--- src/inc/ialc_map.vh ---
// constants for the interrupt acknowledge and latency controller
// ----------------------------------------------------------------
// Functional notes
// acknowledge only at instruction completion
// late four-state request waits one more instruction
// standard ack clears pending, forces vector call
// call costs 11 states, plus 2 external
// server ack starts routine, no call overhead
// signed prefix defers ack past next instruction
// eight protected instructions defer next acknowledge
// read-modify-write logicals defer next acknowledge
// trap or unimplemented opcode blocks one instruction
// server cycle runs uninterrupted, whole block
// single mode 18/21/24 per transfer plus 1
// block mode 13/16/19 plus 7 per transfer
// scan mode 21 or 25 states
// set mask enables; nonmaskable bit ignored
// mask plus select picks service type
// server needs enable; standard needs enable
// server runs when disabled; no end request
// requests latch pending even when disabled
// count zero clears select, sets end request
// end request cleared when its vector taken
// nonmaskable over servers over standard
// pick highest eligible request at acknowledge
// ----------------------------------------------------------------
`ifndef IALC_MAP_VH
`define IALC_MAP_VH

// late window and call costs, in state times (one mclk each)
`define IALC_LATE_ST      6'd4
`define IALC_CALL_INT     13'd11
`define IALC_CALL_EXT_ADD 13'd2

// server cycle costs
`define IALC_SGL_RR    13'd18
`define IALC_SGL_MR    13'd21
`define IALC_SGL_MM    13'd24
`define IALC_SGL_ADD   13'd1
`define IALC_BLK_RR    13'd13
`define IALC_BLK_MR    13'd16
`define IALC_BLK_MM    13'd19
`define IALC_BLK_PER   13'd7
`define IALC_SCAN_RR   13'd21
`define IALC_SCAN_RM   13'd25

// service cost selectors
`define IALC_M_CALL_INT 4'h0
`define IALC_M_CALL_EXT 4'h1
`define IALC_M_SGL_RR   4'h2
`define IALC_M_SGL_MR   4'h3
`define IALC_M_SGL_MM   4'h4
`define IALC_M_BLK_RR   4'h5
`define IALC_M_BLK_MR   4'h6
`define IALC_M_BLK_MM   4'h7
`define IALC_M_SCAN_RR  4'h8
`define IALC_M_SCAN_RM  4'h9

// class of the completing instruction
`define IALC_C_PLAIN   3'h0
`define IALC_C_PREFIX  3'h1
`define IALC_C_PROT    3'h2
`define IALC_C_RMW     3'h3
`define IALC_C_TRAP    3'h4
`define IALC_C_UNIMP   3'h5

// nonmaskable source index
`define IALC_NMI_BIT   15

`endif

--- src/ialc_cost.v ---
// state-time counter for vector calls and server cycles
`timescale 1ns/10ps
`include "ialc_map.vh"
module ialc_cost (
	// clock and reset
	input  wire        mclk,
	input  wire        rst_n,
	// start request
	input  wire        start,
	input  wire [3:0]  mode,
	input  wire [7:0]  xfers,
	// status
	output reg         done_q
);
	reg  [12:0] cnt_q;
	reg  [12:0] cost;
	wire [12:0] n;
	wire [12:0] nb;

	assign n  = {5'h00, xfers};
	assign nb = (xfers == 8'h00) ? 13'h0001 : n;

	// cost of the requested service
	always @* begin
		case (mode)
		`IALC_M_CALL_INT: cost = `IALC_CALL_INT;
		`IALC_M_CALL_EXT: cost = `IALC_CALL_INT + `IALC_CALL_EXT_ADD;
		`IALC_M_SGL_RR: cost = `IALC_SGL_RR * n + `IALC_SGL_ADD;
		`IALC_M_SGL_MR: cost = `IALC_SGL_MR * n + `IALC_SGL_ADD;
		`IALC_M_SGL_MM: cost = `IALC_SGL_MM * n + `IALC_SGL_ADD;
		`IALC_M_BLK_RR: cost = `IALC_BLK_RR + `IALC_BLK_PER * nb;
		`IALC_M_BLK_MR: cost = `IALC_BLK_MR + `IALC_BLK_PER * nb;
		`IALC_M_BLK_MM: cost = `IALC_BLK_MM + `IALC_BLK_PER * nb;
		`IALC_M_SCAN_RR: cost = `IALC_SCAN_RR;
		`IALC_M_SCAN_RM: cost = `IALC_SCAN_RM;
		default: cost = `IALC_CALL_INT;
		endcase
	end

	// count down; done stands in the last costed state time
	always @(posedge mclk or negedge rst_n) begin
		if (!rst_n) begin
			cnt_q  <= 13'h0000;
			done_q <= 1'b0;
		end else begin
			done_q <= (cnt_q == 13'h0002); // busy spans the cost
			if (start)
				cnt_q <= cost;
			else if (cnt_q != 13'h0000)
				cnt_q <= cnt_q - 13'h0001;
		end
	end
endmodule // ialc_cost

--- src/ialc_ctrl.v ---
// interrupt acknowledge, deferral and dispatch controller
`timescale 1ns/10ps
`include "ialc_map.vh"
module ialc_ctrl (
	// clock and reset
	input  wire        mclk,
	input  wire        rst_b,
	// instruction sequencer
	input  wire        instr_done,
	input  wire [5:0]  instr_left,
	input  wire [2:0]  instr_class,
	input  wire        ext_stack,
	// global enables
	input  wire        gie,
	input  wire        srv_en,
	// masks
	input  wire [7:0]  irq_mask_low,
	input  wire [7:0]  irq_mask_high,
	// request sources
	input  wire [14:0] irq_src,
	input  wire        nmi_pin,
	// select register write
	input  wire        sel_wr,
	input  wire [14:0] sel_wdata,
	// transfer control block of the chosen source
	input  wire [3:0]  tcb_mode,
	input  wire [7:0]  tcb_xfers,
	input  wire        tcb_last,
	// acknowledge and dispatch
	output reg         ack_std_q,
	output reg         ack_srv_q,
	output reg  [3:0]  ack_src_q,
	output reg         busy_q,
	output reg         svc_done_q,
	// status
	output reg  [7:0]  irq_pending_low,
	output reg  [7:0]  irq_pending_high,
	output reg  [14:0] server_select_bits,
	output reg  [14:0] end_of_server_request_bits
);
	// ------------------------------------------------------------
	// states
	// ------------------------------------------------------------
	localparam ST_IDLE = 2'b00;
	localparam ST_CALL = 2'b01;
	localparam ST_SRV  = 2'b10;

	// reset release
	reg         rst_s1_q;
	reg         rst_s2_q;
	wire        rst_n;

	// nonmaskable pin synchroniser
	reg         nmi_s1_q;
	reg         nmi_s2_q;
	reg         nmi_d1_q;
	wire        nmi_edge;

	// pending and eligibility
	wire [15:0] pend;
	reg  [15:0] elig_q;
	reg  [15:0] pend_d;
	reg  [14:0] eos_d;
	reg  [14:0] sel_d;
	wire [15:0] mask;
	wire [15:0] seen;
	wire [15:0] cand_std;
	wire [14:0] cand_srv;
	wire        late;

	// choice
	wire        pick_vld;
	wire        pick_srv;
	wire [3:0]  pick_idx;
	wire        take;
	wire        defer_now;

	// sequencing
	reg  [1:0]  st_q;
	reg  [1:0]  st_d;
	reg         defer_q;
	reg         last_q;
	reg         start;
	reg  [3:0]  cmode;
	wire        cost_done;

	// ------------------------------------------------------------
	// reset release through two flops
	// ------------------------------------------------------------
	always @(posedge mclk or negedge rst_b) begin
		if (!rst_b) begin
			rst_s1_q <= 1'b0;
			rst_s2_q <= 1'b0;
		end else begin
			rst_s1_q <= 1'b1;
			rst_s2_q <= rst_s1_q;
		end
	end
	assign rst_n = rst_s2_q;

	// ------------------------------------------------------------
	// request detection
	// ------------------------------------------------------------
	// pin synchroniser, edge taken after second flop
	always @(posedge mclk or negedge rst_n) begin
		if (!rst_n) begin
			nmi_s1_q <= 1'b0;
			nmi_s2_q <= 1'b0;
			nmi_d1_q <= 1'b0;
		end else begin
			nmi_s1_q <= nmi_pin;
			nmi_s2_q <= nmi_s1_q;
			nmi_d1_q <= nmi_s2_q;
		end
	end
	assign nmi_edge = nmi_s2_q & ~nmi_d1_q;

	assign pend = {irq_pending_high, irq_pending_low};
	assign seen = {nmi_edge, irq_src};

	// nonmaskable bit in the high mask has no effect
	assign mask = {1'b1, irq_mask_high[6:0], irq_mask_low};

	// requests in the last four states miss this boundary
	assign late = (instr_left <= `IALC_LATE_ST);

	// eligible sets per service type
	assign cand_srv = elig_q[14:0] & pend[14:0] & mask[14:0] &
		server_select_bits & {15{srv_en}};
	assign cand_std[15] = elig_q[15] & pend[15];
	assign cand_std[14:0] = ((elig_q[14:0] & pend[14:0] &
		~server_select_bits) | end_of_server_request_bits) &
		mask[14:0] & {15{gie}};

	ialc_prio u_prio (
		.cand_std (cand_std),
		.cand_srv (cand_srv),
		.pick_vld (pick_vld),
		.pick_srv (pick_srv),
		.pick_idx (pick_idx)
	);

	// ------------------------------------------------------------
	// acknowledge decision
	// ------------------------------------------------------------
	// classes whose completion holds off the next acknowledge
	function defers;
		input [2:0] cls;
		begin
			case (cls)
			`IALC_C_PREFIX: defers = 1'b1;
			`IALC_C_PROT:   defers = 1'b1;
			`IALC_C_RMW:    defers = 1'b1;
			`IALC_C_TRAP:   defers = 1'b1;
			`IALC_C_UNIMP:  defers = 1'b1;
			default:        defers = 1'b0;
			endcase
		end
	endfunction

	// boundary after a deferring instruction passes without ack
	assign defer_now = defers(instr_class);

	// only at a boundary, not deferred, not inside a service
	assign take = instr_done & (st_q == ST_IDLE) & ~defer_q &
		~defer_now & pick_vld;

	// ------------------------------------------------------------
	// next state and cost selection
	// ------------------------------------------------------------
	always @* begin
		st_d  = st_q;
		start = 1'b0;
		cmode = `IALC_M_CALL_INT;
		case (st_q)
		ST_IDLE: begin
			if (take) begin
				start = 1'b1;
				if (pick_srv) begin
					cmode = tcb_mode;
					st_d  = ST_SRV;
				end else begin
					cmode = ext_stack ? `IALC_M_CALL_EXT :
						`IALC_M_CALL_INT;
					st_d  = ST_CALL;
				end
			end
		end
		ST_CALL: begin
			if (cost_done)
				st_d = ST_IDLE;
		end
		ST_SRV: begin
			if (cost_done)
				st_d = ST_IDLE;
		end
		default: st_d = ST_IDLE;
		endcase
	end

	ialc_cost u_cost (
		.mclk   (mclk),
		.rst_n  (rst_n),
		.start  (start),
		.mode   (cmode),
		.xfers  (tcb_xfers),
		.done_q (cost_done)
	);

	// ------------------------------------------------------------
	// pending, end-of-server and select bits
	// ------------------------------------------------------------
	always @* begin
		pend_d = pend;
		eos_d  = end_of_server_request_bits;
		sel_d  = server_select_bits;
		if (sel_wr)
			sel_d = sel_wdata;
		// clears first, so a new request wins below
		if (take) begin
			if (!pick_srv && pick_idx != 4'hf &&
			    end_of_server_request_bits[pick_idx[2:0] +
			    {pick_idx[3], 3'b000}])
				eos_d[pick_idx] = 1'b0;
			else
				pend_d[pick_idx] = 1'b0;
		end
		// count exhausted at the end of a server cycle
		if (st_q == ST_SRV && cost_done && last_q) begin
			sel_d[ack_src_q] = 1'b0;
			if (gie)
				eos_d[ack_src_q] = 1'b1;
		end
		// requests always latch, even when disabled
		pend_d = pend_d | seen;
	end

	// ------------------------------------------------------------
	// sequencing registers
	// ------------------------------------------------------------
	// state, post-call deferral and end-of-count flag
	always @(posedge mclk or negedge rst_n) begin
		if (!rst_n) begin
			st_q    <= ST_IDLE;
			defer_q <= 1'b0;
			last_q  <= 1'b0;
		end else begin
			st_q <= st_d;
			// a finished call blocks the next boundary; set wins
			if (st_q == ST_CALL && cost_done)
				defer_q <= 1'b1;
			else if (instr_done)
				defer_q <= 1'b0;
			if (take)
				last_q <= tcb_last;
		end
	end

	// ------------------------------------------------------------
	// request bookkeeping registers
	// ------------------------------------------------------------
	// pending, select and end-of-server bits
	always @(posedge mclk or negedge rst_n) begin
		if (!rst_n) begin
			irq_pending_low            <= 8'h00;
			irq_pending_high           <= 8'h00;
			server_select_bits         <= 15'h0000;
			end_of_server_request_bits <= 15'h0000;
		end else begin
			{irq_pending_high, irq_pending_low} <= pend_d;
			server_select_bits         <= sel_d;
			end_of_server_request_bits <= eos_d;
		end
	end

	// eligibility snapshot, takes no new bits inside the late window (bits still clear)
	always @(posedge mclk or negedge rst_n) begin
		if (!rst_n)
			elig_q <= 16'h0000;
		else if (!late)
			elig_q <= pend_d;
		else
			elig_q <= elig_q & pend_d;
	end

	// ------------------------------------------------------------
	// acknowledge outputs
	// ------------------------------------------------------------
	// pulses and levels seen by the sequencer
	always @(posedge mclk or negedge rst_n) begin
		if (!rst_n) begin
			ack_std_q  <= 1'b0;
			ack_srv_q  <= 1'b0;
			ack_src_q  <= 4'h0;
			busy_q     <= 1'b0;
			svc_done_q <= 1'b0;
		end else begin
			ack_std_q <= take & ~pick_srv;
			ack_srv_q <= take & pick_srv;
			if (take)
				ack_src_q <= pick_idx;
			busy_q     <= (st_d != ST_IDLE);
			svc_done_q <= (st_q != ST_IDLE) & cost_done;
		end
	end
endmodule // ialc_ctrl

--- src/ialc_prio.v ---
// priority encoder for server and standard requests
`timescale 1ns/10ps
`include "ialc_map.vh"
module ialc_prio (
	// eligible requests
	input  wire [15:0] cand_std,
	input  wire [14:0] cand_srv,
	// chosen request
	output wire        pick_vld,
	output wire        pick_srv,
	output wire [3:0]  pick_idx
);
	// highest set bit of a 16-bit vector
	function [3:0] hi_idx;
		input [15:0] v;
		integer i;
		begin
			hi_idx = 4'h0;
			for (i = 0; i < 16; i = i + 1) begin
				if (v[i])
					hi_idx = i[3:0];
			end
		end
	endfunction

	wire nmi_req;
	wire srv_any;
	wire std_any;

	// nonmaskable first, then servers, then standard
	assign nmi_req  = cand_std[`IALC_NMI_BIT];
	assign srv_any  = |cand_srv;
	assign std_any  = |cand_std;
	assign pick_vld = std_any | srv_any;
	assign pick_srv = ~nmi_req & srv_any;
	assign pick_idx = pick_srv ? hi_idx({1'b0, cand_srv}) :
		hi_idx(cand_std);
endmodule // ialc_prio
--- config.mk ---
export PLATFORM = sky130hd
export DESIGN_NAME = ialc_ctrl
export DESIGN_NICKNAME = d
export VERILOG_FILES = /design/src/ialc_cost.v /design/src/ialc_ctrl.v /design/src/ialc_prio.v
export VERILOG_INCLUDE_DIRS = /design/src /design/src/inc
export SDC_FILE = /design/constraint.sdc
export NUM_CORES = 1
export LEC_CHECK = 0
export BUFFER_PORTS_ARGS = -buffer_cell sky130_fd_sc_hd__buf_2
export CAP_MARGIN = 20
export CELL_PAD_IN_SITES_DETAIL_PLACEMENT = 1
export CELL_PAD_IN_SITES_GLOBAL_PLACEMENT = 1
export CORE_MARGIN = 3
export CORE_UTILIZATION = 40
export CTS_CLUSTER_SIZE = 12
export DETAILED_ROUTE_END_ITERATION = 7
export PLACE_DENSITY_LB_ADDON = 0.1
export SYNTH_ARGS = -nofsm -noshare
export SYNTH_HDL_FRONTEND = slang
export SYNTH_HIERARCHICAL = 1
export SYNTH_SLANG_ARGS = --single-unit
--- constraint.sdc ---
create_clock -name mclk -period 8.8 [get_ports mclk]
set_clock_uncertainty 0.15 [all_clocks]
set_input_delay 2.64 -clock mclk [delete_from_list [all_inputs] [get_ports mclk]]
set_output_delay 2.64 -clock mclk [all_outputs]
set_load 0.05 [all_outputs]
==> results of run 1 <==
## stage by stage
| step | cell area (um2) | setup WS, ns |
|---|---|---|
| finish | 8936 | 1.511 |
| global route | 8936 | 1.228 |
| CTS | 8936 | 1.557 |
| detailed placement | 8632 | 1.209 |
| global placement | 8632 | 1.294 |
| floorplan | 7695 | 2.047 |
## placed cells by master (no fill, tap or decap), types with 10 or more instances in the layout
| cell | n |
|---|---|
| xor2_1 | 18 |
| a21o_1 | 10 |
| o21ai_0 | 47 |
| buf_2 | 128 |
| o211a_1 | 15 |
| a21oi_1 | 63 |
| nand2b_1 | 16 |
| nor2_1 | 142 |
| inv_1 | 53 |
| mux2i_1 | 18 |
| nor2b_1 | 16 |
| xnor2_1 | 24 |
| dfrtp_1 | 92 |
| nand3_1 | 37 |
| nand2_1 | 84 |
| nor3_1 | 30 |
| ha_1 | 72 |
## where the power goes
| part | total, W | switching (W) | internal (W) | leakage [nW] |
|---|---|---|---|---|
| sequential | 0.000539 | 0.0000581 | 0.000481 | 1.06 |
| combinational | 0.000920 | 0.000601 | 0.000318 | 3.03 |
| clock | 0.000399 | 0.000170 | 0.000229 | 0.150 |
## final cells by class
type,instances,area share (%)
Multi-Input combinational cell,754,56.80
Sequential cell,93,26.09
Timing Repair Buffer,136,7.841
Tap cell,260,3.640
Clock buffer,11,2.716
Inverter,53,2.226
Clock inverter,5,0.6861
## how the worst max path moves through the flow
stage,depth (start not counted),start,endpoint
final,21,srv_en,u_cost/cnt_q[6]
after global placement,21,srv_en,u_cost/cnt_q[10]
after CTS,21,srv_en,u_cost/cnt_q[6]
after floorplan,24,gie,u_cost/cnt_q[10]
after detailed placement,21,srv_en,u_cost/cnt_q[6]
after global routing,21,srv_en,u_cost/cnt_q[6]
## worst max-delay path, delay by kind of cell
| kind | cells | cell delay (ns) |
|---|---|---|
| buf+inv | 3 | 0.65 |
| fa+ha+maj | 1 | 0.30 |
| compound gates | 4 | 1.03 |
| simple gates | 12 | 2.48 |
| xor+xnor | 1 | 0.24 |
## cell families after synthesis
| group | count (synthesis) | synth area share, % |
|---|---|---|
| other cells | 1 | 0.04873 |
| buf+inv | 74 | 3.788 |
| mux | 23 | 3.610 |
| fa+ha+maj | 81 | 14.05 |
| simple gates | 388 | 24.49 |
| xor+xnor | 42 | 4.780 |
| flops | 93 | 30.24 |
| compound gates | 219 | 18.99 |
## metal layers
metal	vias to the layer above	track usage (%)	routed length (um)
met2	148	40.01	11860
met3	13	2.498	1040
met4	0	4.369	186
met5	-	0	0
li1	3525	-	-
met1	3646	37.38	12950
## registers in the layout, summed over array words and instances, names as in the netlist, 2 cells and up
name	flops
elig_q	16
end_of_server_request_bits	15
server_select_bits	15
u_cost/cnt_q	13
irq_pending_high	8
irq_pending_low	8
ack_src_q	4
st_q	2
==> run_results.csv, run 1 <==
group,metric,value,unit
routing,finalWirelength,26.03,mm
setup_path,startpoint_type,"input pin",
power,total_power,0.001858,W
placed_design,port_buffers,128,
power,ir_worst_vdd,126.9,uV
setup_path,crit_type,"in2reg",
logic_synthesis,yosysMostFrequentCell,"nor2_1",
sta,whs,0.04207,ns
logic_synthesis,netlist.area_leader.share,30.24,%
sta,rsz0062_at_grt,"false",
die,dieHeight,144.7,um
logic_synthesis,synthTopCellsByCount,"nor2_1 (142), dfrtp_1 (93), nand2_1 (84), ha_1 (72), a21oi_1 (63)",
die,core-area,18830,um2
setup_path,critPathSlowestCell,"and3_1",
clock_network,clockBufferDepth,2,
sta,finalCriticalPeriod,7.289,ns
sta,relSlewSlack,32.91,%
die,row_count,50,
setup_path,end_kind,"register",
setup_path,crit_fanout,17,
setup_path,rr_worst_depth,21,
logic_synthesis,synth_seq_cells,93,
clock_network,hold_buffers,0,
logic_synthesis,netlist_area,7695,um2
global_routing,grt_start_max_net_pins,75,
setup_path,rr_endpoint,"u_cost/cnt_q[6]",
setup_path,r2r-start,"irq_pending_low[5]",
sta,fin_setup_tns,0,ns
power,pwr_density_cell,207.9,nW/um2
cells_and_area,nets,1204,
logic_synthesis,synthTopCellsByArea,"dfrtp_1 (30%), ha_1 (12%), nor2_1 (6.9%)",
clock_network,clock_sink_count,93,
routing,num_vias,7332,
setup_path,worst_path_largest_cell_delay,0.54,ns
routing,ant_nets,0,
routing,wl_per_cell,19.84,um
global_routing,grt_pass1_wl,40.61,mm
logic_synthesis,avgSynthCellArea,8.355,um2
routing,drcViolationCount,0,
routing,vias_per_cell,5.588,
sta,max_freq,0.1372,GHz
placed_design,place_congestion,0.8634,
min_path,min_path_type,"reg2async",
logic_synthesis,async_reset_ff_share,100.0,%
clock_network,cts_setup_buffers,0,
global_routing,grt_pass1_vias,7359,
sta,min_period_over_period,82.83,%
run_status,status,"complete, no violations",
global_routing,grt_usage,25.05,%
clock_network,root_buffer,"clkbuf_16",
clock_network,h-tree-depth,3,
logic_synthesis,ys_warn_count,6,
cells_and_area,syn2layout_area_growth,16.13,%
job,drv_cap,0,
logic_synthesis,synth-edff-count,0,
die,die_w,144.7,um
sta,report.final.slew_viol_count,0,
sta,worst_pin_slew,0.9986,ns
placed_design,dpl.hpwl,20.85,mm
logic_synthesis,synthesis.nets,1078,
die,num_io_pins,130,
clock_network,cts_buffers,9,
clock_network,cts.clk_slew.worst_paths,0.07,ns
setup_path,reg2reg_slack,3.44,ns
sta,setup_viol_count_final,0,
logic_synthesis,yosysTopAreaCell,"dfrtp_1",
logic_synthesis,ys.flop_type,"dfrtp_1",
cells_and_area,layout.cells.non_filler,1312,
global_routing,antenna_found_initial,0,
setup_path,required,8.85,ns
die,die_area,20940,um2
clock_network,cts_tree,"done",
global_routing,gr-total-overflow,0,
die,start_util,40.86,%
cells_and_area,multiInputGateArea,5076,um2
power,leakage,4.242,nW
setup_path,crit_chain,"buf_2 -> nand3_1 -> nor2_1 -> nor3_1 -> nand3_1 -> nor2_4 -> nand2_1 -> and4b_1 -> o21ai_0 -> inv_1 -> and3_1 -> nand4b_1 -> inv_1 -> ha_1 -> and3_1 -> a2111oi_2 -> nor2_1 -> xnor2_1 -> o21ai_1 -> a21oi_1 -> nor2_1",
setup_path,crit_top_cell,"nor2_1",
routing,dr.pass1.iters,7,
cells_and_area,final_layout_size_suffix_gt1_share,17.49,%
logic_synthesis,yosysSeqAreaShare,30.24,%
cells_and_area,regArea,2331,um2
routing,drtIter0Drc,345,
setup_path,worstPathArrival,7.33,ns
sta,hold_viol_final,0,
logic_synthesis,synthesis.instances,921,
placed_design,place_inst,1296,
clock_network,clock_latency,0.35,ns
clock_network,cts.repair.resized,0,
logic_synthesis,synth_cell_types,78,
cells_and_area,antenna_cells,0,
cells_and_area,num-fill-cells,2307,
cells_and_area,utilization,47.46,%
(Power assumes the default switching activity.)
==> inputs of run 2 (changes only) <==
- clock period: 8.8 -> 7.3 ns (I/O delays scaled with it)
==> run 2 against run 1 <==
Effect of this change: clock power rose by 23%; final cell count rose by 0.46%; utilization rose by 0.24 points; total power rose by 21%; worst setup slack got worse by 0.66 ns.
==> run_results.csv, run 2 (synthesized netlist as in run 1, its figures left out) <==
group,metric,value,unit
power,switchingPower,0.001019,W
clock_network,clock_sink_count,93,
global_routing,grt_pass1_wl,41.10,mm
sta,finalCriticalPeriod,6.446,ns
cells_and_area,top_register,"elig_q",
setup_path,crit_chain,"buf_2 -> inv_1 -> ha_1 -> nand4_1 -> nand2_1 -> inv_1 -> ha_1 -> or2_2 -> fa_1 -> xor2_1 -> ha_1 -> and3_1 -> a2111oi_2 -> nor3b_2 -> nand4_1 -> xnor2_1 -> o221ai_1 -> o21a_1",
setup_path,crit_top_cell,"ha_1",
clock_network,cts.repair.resized,0,
power,p_sw_share,45.16,%
die,die_w,144.7,um
clock_network,cts.clk_slew.worst_paths,0.07,ns
routing,finalWirelength,26.04,mm
power,p_int,0.001237,W
cells_and_area,nets,1210,
setup_path,worst_path_largest_cell_delay,0.51,ns
clock_network,cts_buffers,9,
setup_path,worstPathArrival,6.53,ns
setup_path,startpoint_type,"input pin",
routing,vias_per_cell,5.576,
die,start_util,40.86,%
routing,drtIter0Drc,397,
cells_and_area,largest_reg_flops,16,
die,die_area,20940,um2
setup_path,crit_fanout,9,
placed_design,dpl.hpwl,21.13,mm
routing,dr.pass1.iters,5,
global_routing,antenna_found_initial,0,
clock_network,cts_tree,"done",
routing,ant_nets,0,
clock_network,cts_setup_buffers,0,
cells_and_area,final_common_cell,"nor2_1",
clock_network,clockBufferDepth,2,
die,dieHeight,144.7,um
global_routing,grt_start_max_net_pins,53,
global_routing,grt_usage,25.32,%
placed_design,place_congestion,0.8732,
routing,wl_met2,11.74,mm
setup_path,critPathSlowestCell,"a2111oi_2",
setup_path,crit_type,"in2reg",
sta,relSlewSlack,37.96,%
job,drv_cap,0,
die,row_count,50,
clock_network,root_buffer,"clkbuf_16",
setup_path,reg2reg_slack,2.28,ns
sta,whs,0.1678,ns
routing,routed.top_layer,"met4",
power,ir_worst_vdd,142.6,uV
power,combPwrFrac,49.3,%
sta,fin_setup_tns,0,ns
sta,rsz0062_at_grt,"false",
routing,wl_met1,12.72,mm
routing,drcViolationCount,0,
sta,max_freq,0.1551,GHz
power,seqPwrFrac,28.9,%
run_status,status,"complete, no violations",
setup_path,end_kind,"register",
clock_network,clock_latency,0.35,ns
power,pwr_density_cell,251.2,nW/um2
cells_and_area,antenna_cells,0,
sta,min_period_over_period,88.30,%
cells_and_area,syn2layout_area_growth,16.72,%
clock_network,h-tree-depth,3,
setup_path,required,7.38,ns
die,num_io_pins,130,
cells_and_area,final_layout_size_suffix_gt1_share,17.96,%
global_routing,grt_pass1_vias,7362,
global_routing,gr-total-overflow,0,
cells_and_area,mostFrequentLayoutCells,"nor2_1 (142), buf_2 (128), dfrtp_1 (92)",
power,clockPowerShare,21.7,%
die,core-area,18830,um2
routing,dr_wl_met3,1.264,mm
routing,wl_per_cell,19.76,um
sta,setup_viol_count_final,0,
sta,worst_pin_slew,0.9266,ns
sta,hold_viol_final,0,
power,leakage,4.269,nW
sta,report.final.slew_viol_count,0,
cells_and_area,reg_top3,"elig_q: 16 flops, end_of_server_request_bits: 15 flops, server_select_bits: 15 flops",
min_path,min_path_type,"reg2async",
routing,num_vias,7349,
placed_design,port_buffers,128,
clock_network,hold_buffers,0,
## run 2: changes by cell type in the layout (fill, tap and decap cells not counted)
cell and change:
buf_4 +6, clkinv_4 -3, inv_6 +3, clkbuf_8 -1, clkinv_2 -1, clkinvlp_4 +1, inv_8 +1
## run 2: path summary, 6_finish.rpt
check                              startpoint             endpoint  depth (start not counted)
hold reg to reg                         rst_n  irq_pending_high[2]                          0
setup reg to reg           irq_pending_low[5]     u_cost/cnt_q[10]                         21
max in group asynchronous               rst_b                rst_n                          1
hold / removal                          rst_n  irq_pending_high[2]                          0
min in group mclk                    rst_s1_q                rst_n                          0
setup / recovery                 tcb_xfers[0]     u_cost/cnt_q[10]                         18
## run 2: routing by layer
| layer | track usage [%] | vias to the layer above |
|---|---|---|
| met4 | 4.811 | 0 |
| met2 | 40.38 | 181 |
| met1 | 36.93 | 3617 |
| met5 | 0 | - |
| met3 | 3.681 | 23 |
| li1 | - | 3528 |
## run 2: power groups by stage
stage / sequential, W / clock [W] / combinational [W]
2_1_floorplan: 0.000754 / 0 / 0.000675
3_5_place_dp: 0.000662 / 0 / 0.00110
4_1_cts: 0.000652 / 0.000500 / 0.00111
3_3_place_gp: 0.000659 / 0 / 0.00109
5_1_grt: 0.000665 / 0.000531 / 0.00122
6_report: 0.000653 / 0.000491 / 0.00111
## run 2: layout make-up
cell class	count	area, um2
clock inverters	6	75.07
well taps	260	325.3
flip-flops and latches	93	2331
fillers	2318	9849
clock buffers	10	229.0
repair buffers	142	745.7
inverters	53	198.9
multi-input cells	754	5076
## run 2: critical path, delay by kind of cell
family | cells | cell delay [ns]
AOI/OAI and AO/OA | 3 | 0.90
adders and majority gates | 4 | 1.21
buffers and inverters | 3 | 0.39
xor gates and xnor gates | 2 | 0.40
and+or+nand+nor | 6 | 1.42
## run 2: stage by stage
stage | area [um2] | total power (W) | util (%) | worst slack, ns | cells
2_1_floorplan | 7695 | 0.001429 | - | 0.9974 | 921
3_3_place_gp | 8677 | 0.001744 | 46.08 | 0.5451 | 1302
3_5_place_dp | 8677 | 0.001765 | 46.08 | 0.5559 | 1302
4_1_cts | 8981 | 0.002262 | 47.69 | 0.8898 | 1318
5_1_grt | 8981 | 0.002420 | 47.69 | 0.4790 | 1318
6_report | 8981 | 0.002256 | 47.69 | 0.8541 | 1318
==> inputs of run 3 (changes only) <==
- CORE_UTILIZATION: 40 -> 39
- clock period: 7.3 -> 5.88 ns (I/O delays scaled with it)
==> run 3 against run 2 <==
Effect of this change: sequential share of layout area fell by 1.5 points; global-route usage down 0.56 points; clock power increased by 38%; register-to-register slack got worse by 1.0 ns; via count increased by 3.1%; largest cell class unchanged; count of clock-buffer cells in the layout increased by 1; cell area up 6.1%; non-clock buffer count grew 60; critical endpoint is now u_cost/cnt_q[5]; die area rose by 2.5%; hold slack gained 0.0050 ns; utilization increased by 2.4 points.
==> run_results.csv, run 3 (synthesized netlist as in run 1, its figures left out) <==
group,metric,value,unit
routing,num_vias,7577,
setup_path,rr_endpoint,"u_cost/cnt_q[5]",
setup_path,worstPathArrival,5.63,ns
die,num_io_pins,130,
clock_network,h-tree-depth,3,
global_routing,gr-total-overflow,0,
setup_path,startpoint_type,"input pin",
clock_network,clockBufferDepth,2,
clock_network,clock_sink_count,93,
cells_and_area,reg_top3,"elig_q: 16 flops, end_of_server_request_bits: 15 flops, server_select_bits: 15 flops",
sta,finalCriticalPeriod,5.573,ns
clock_network,cts_buffers,9,
cells_and_area,top_register,"elig_q",
setup_path,required,5.94,ns
placed_design,dpl.hpwl,21.64,mm
placed_design,place_congestion,0.9287,
global_routing,grt_usage,24.76,%
cells_and_area,final_common_cell,"nor2_1",
die,row_count,50,
routing,wl_per_cell,19.37,um
setup_path,rr_worst_depth,21,
die,core-area,19020,um2
sta,report.final.slew_viol_count,0,
power,leakage,4.594,nW
sta,min_period_over_period,94.79,%
run_status,status,"complete, no violations",
setup_path,r2r-start,"irq_pending_low[5]",
routing,drcViolationCount,0,
cells_and_area,mostFrequentLayoutCells,"nor2_1 (142), buf_2 (127), dfrtp_1 (92)",
routing,drtIter0Drc,352,
setup_path,end_kind,"register",
cells_and_area,regArea,2331,um2
die,die_area,21450,um2
sta,fin_setup_tns,0,ns
cells_and_area,utilization,50.09,%
cells_and_area,num-fill-cells,2374,
sta,max_freq,0.1794,GHz
placed_design,port_buffers,128,
global_routing,grt_start_max_net_pins,51,
clock_network,cts_tree,"done",
routing,finalWirelength,26.71,mm
sta,relSlewSlack,35.02,%
setup_path,crit_chain,"clkbuf_4 -> buf_12 -> nand3_1 -> nor2_1 -> nor2_1 -> nand3_1 -> nor2_4 -> nand2_1 -> and4b_1 -> o21ai_0 -> buf_4 -> nor2_1 -> nand4b_1 -> ha_1 -> buf_4 -> a21oi_1 -> o21ai_1 -> a311o_1 -> xnor2_1 -> o221ai_1 -> a21oi_1 -> nor2_1",
routing,dr.pass1.iters,4,
sta,worst_pin_slew,0.9704,ns
cells_and_area,nets,1270,
cells_and_area,largest_reg_flops,16,
routing,ant_nets,0,
setup_path,worst_path_largest_cell_delay,0.43,ns
cells_and_area,multiInputGateArea,5115,um2
cells_and_area,final_layout_size_suffix_gt1_share,22.54,%
clock_network,clock_latency,0.35,ns
sta,setup_viol_count_final,0,
setup_path,cpLargestDelayFamily,"simple AND/OR/NAND/NOR gates",
power,ir_worst_vdd,134.8,uV
job,drv_cap,0,
die,dieHeight,146.5,um
global_routing,grt_pass1_wl,42.54,mm
setup_path,reg2reg_slack,1.27,ns
setup_path,crit_buf_inv,4,
setup_path,critPathSlowestCell,"a311o_1",
sta,rsz0062_at_grt,"false",
setup_path,crit_type,"in2reg",
global_routing,antenna_found_initial,0,
power,total_power,0.002925,W
sta,hold_viol_final,0,
min_path,min_path_type,"reg2async",
die,start_util,40.46,%
setup_path,crit_top_cell,"nor2_1",
routing,vias_per_cell,5.495,
power,pwr_density_cell,307.0,nW/um2
cells_and_area,syn2layout_area_growth,23.79,%
clock_network,cts.clk_slew.worst_paths,0.07,ns
global_routing,grt_pass1_vias,7986,
clock_network,root_buffer,"clkbuf_16",
die,die_w,146.5,um
setup_path,crit_fanout,11,
[run 3: final cells by class]
| class | count | area share (%) |
|---|---|---|
| inverter | 53 | 2.089 |
| timing repair buffer | 202 | 12.72 |
| clock inverter | 5 | 1.143 |
| multi-input combinational | 754 | 53.70 |
| clock buffer | 11 | 2.443 |
| antenna | 1 | 0.02627 |
| sequential | 93 | 24.47 |
| tap | 260 | 3.415 |
[run 3: how the worst max path moves through the flow]
stage               startpoint          endpoint  slack, ns  cells after the start
finish                  srv_en   u_cost/cnt_q[5]       0.31                     22
CTS                        gie  u_cost/cnt_q[10]       0.16                     21
floorplan                  gie  u_cost/cnt_q[10]      0.003                     24
global placement           gie  u_cost/cnt_q[10]      -0.10                     21
global route               gie   u_cost/cnt_q[5]      0.003                     20
detailed placement         gie  u_cost/cnt_q[10]      -0.16                     21
[run 3: where the power goes]
group | switching, W | internal, W | total, W
registers | 0.0000913 | 0.000719 | 0.000810
logic | 0.000899 | 0.000538 | 0.00144
clock network | 0.000258 | 0.000419 | 0.000678
total | 0.00125 | 0.00168 | 0.00292
[run 3: timing repair]
item / 4_1_cts / 5_1_grt
buffers inserted: 0 / 0
endpoints found under the setup margin: 0 / 5
gates resized for setup: 0 / 6
hold buffers: 0 / 0
[run 3: layer usage]
layer  track usage, %  wire (um)  part of all wire, %
met5                0          0                    0
met3            3.290        915                  3.4
met2            46.45      14030                   53
met1            28.86      11000                   41
met4            8.467        765                  2.9
[run 3: metrics by stage]
step / worst slack (ns) / hold slack, ns / instances / cell area [um2]
finish: 0.3066 / 0.1728 / 1379 / 9525
global route: 0.002681 / 0.2206 / 1378 / 9523
CTS: 0.1630 / 0.2021 / 1378 / 9482
detailed placement: -0.1554 / 0.1897 / 1362 / 9140
global placement: -0.1022 / 0.1859 / 1362 / 9140
floorplan: 0.003371 / 0.1812 / 921 / 7695
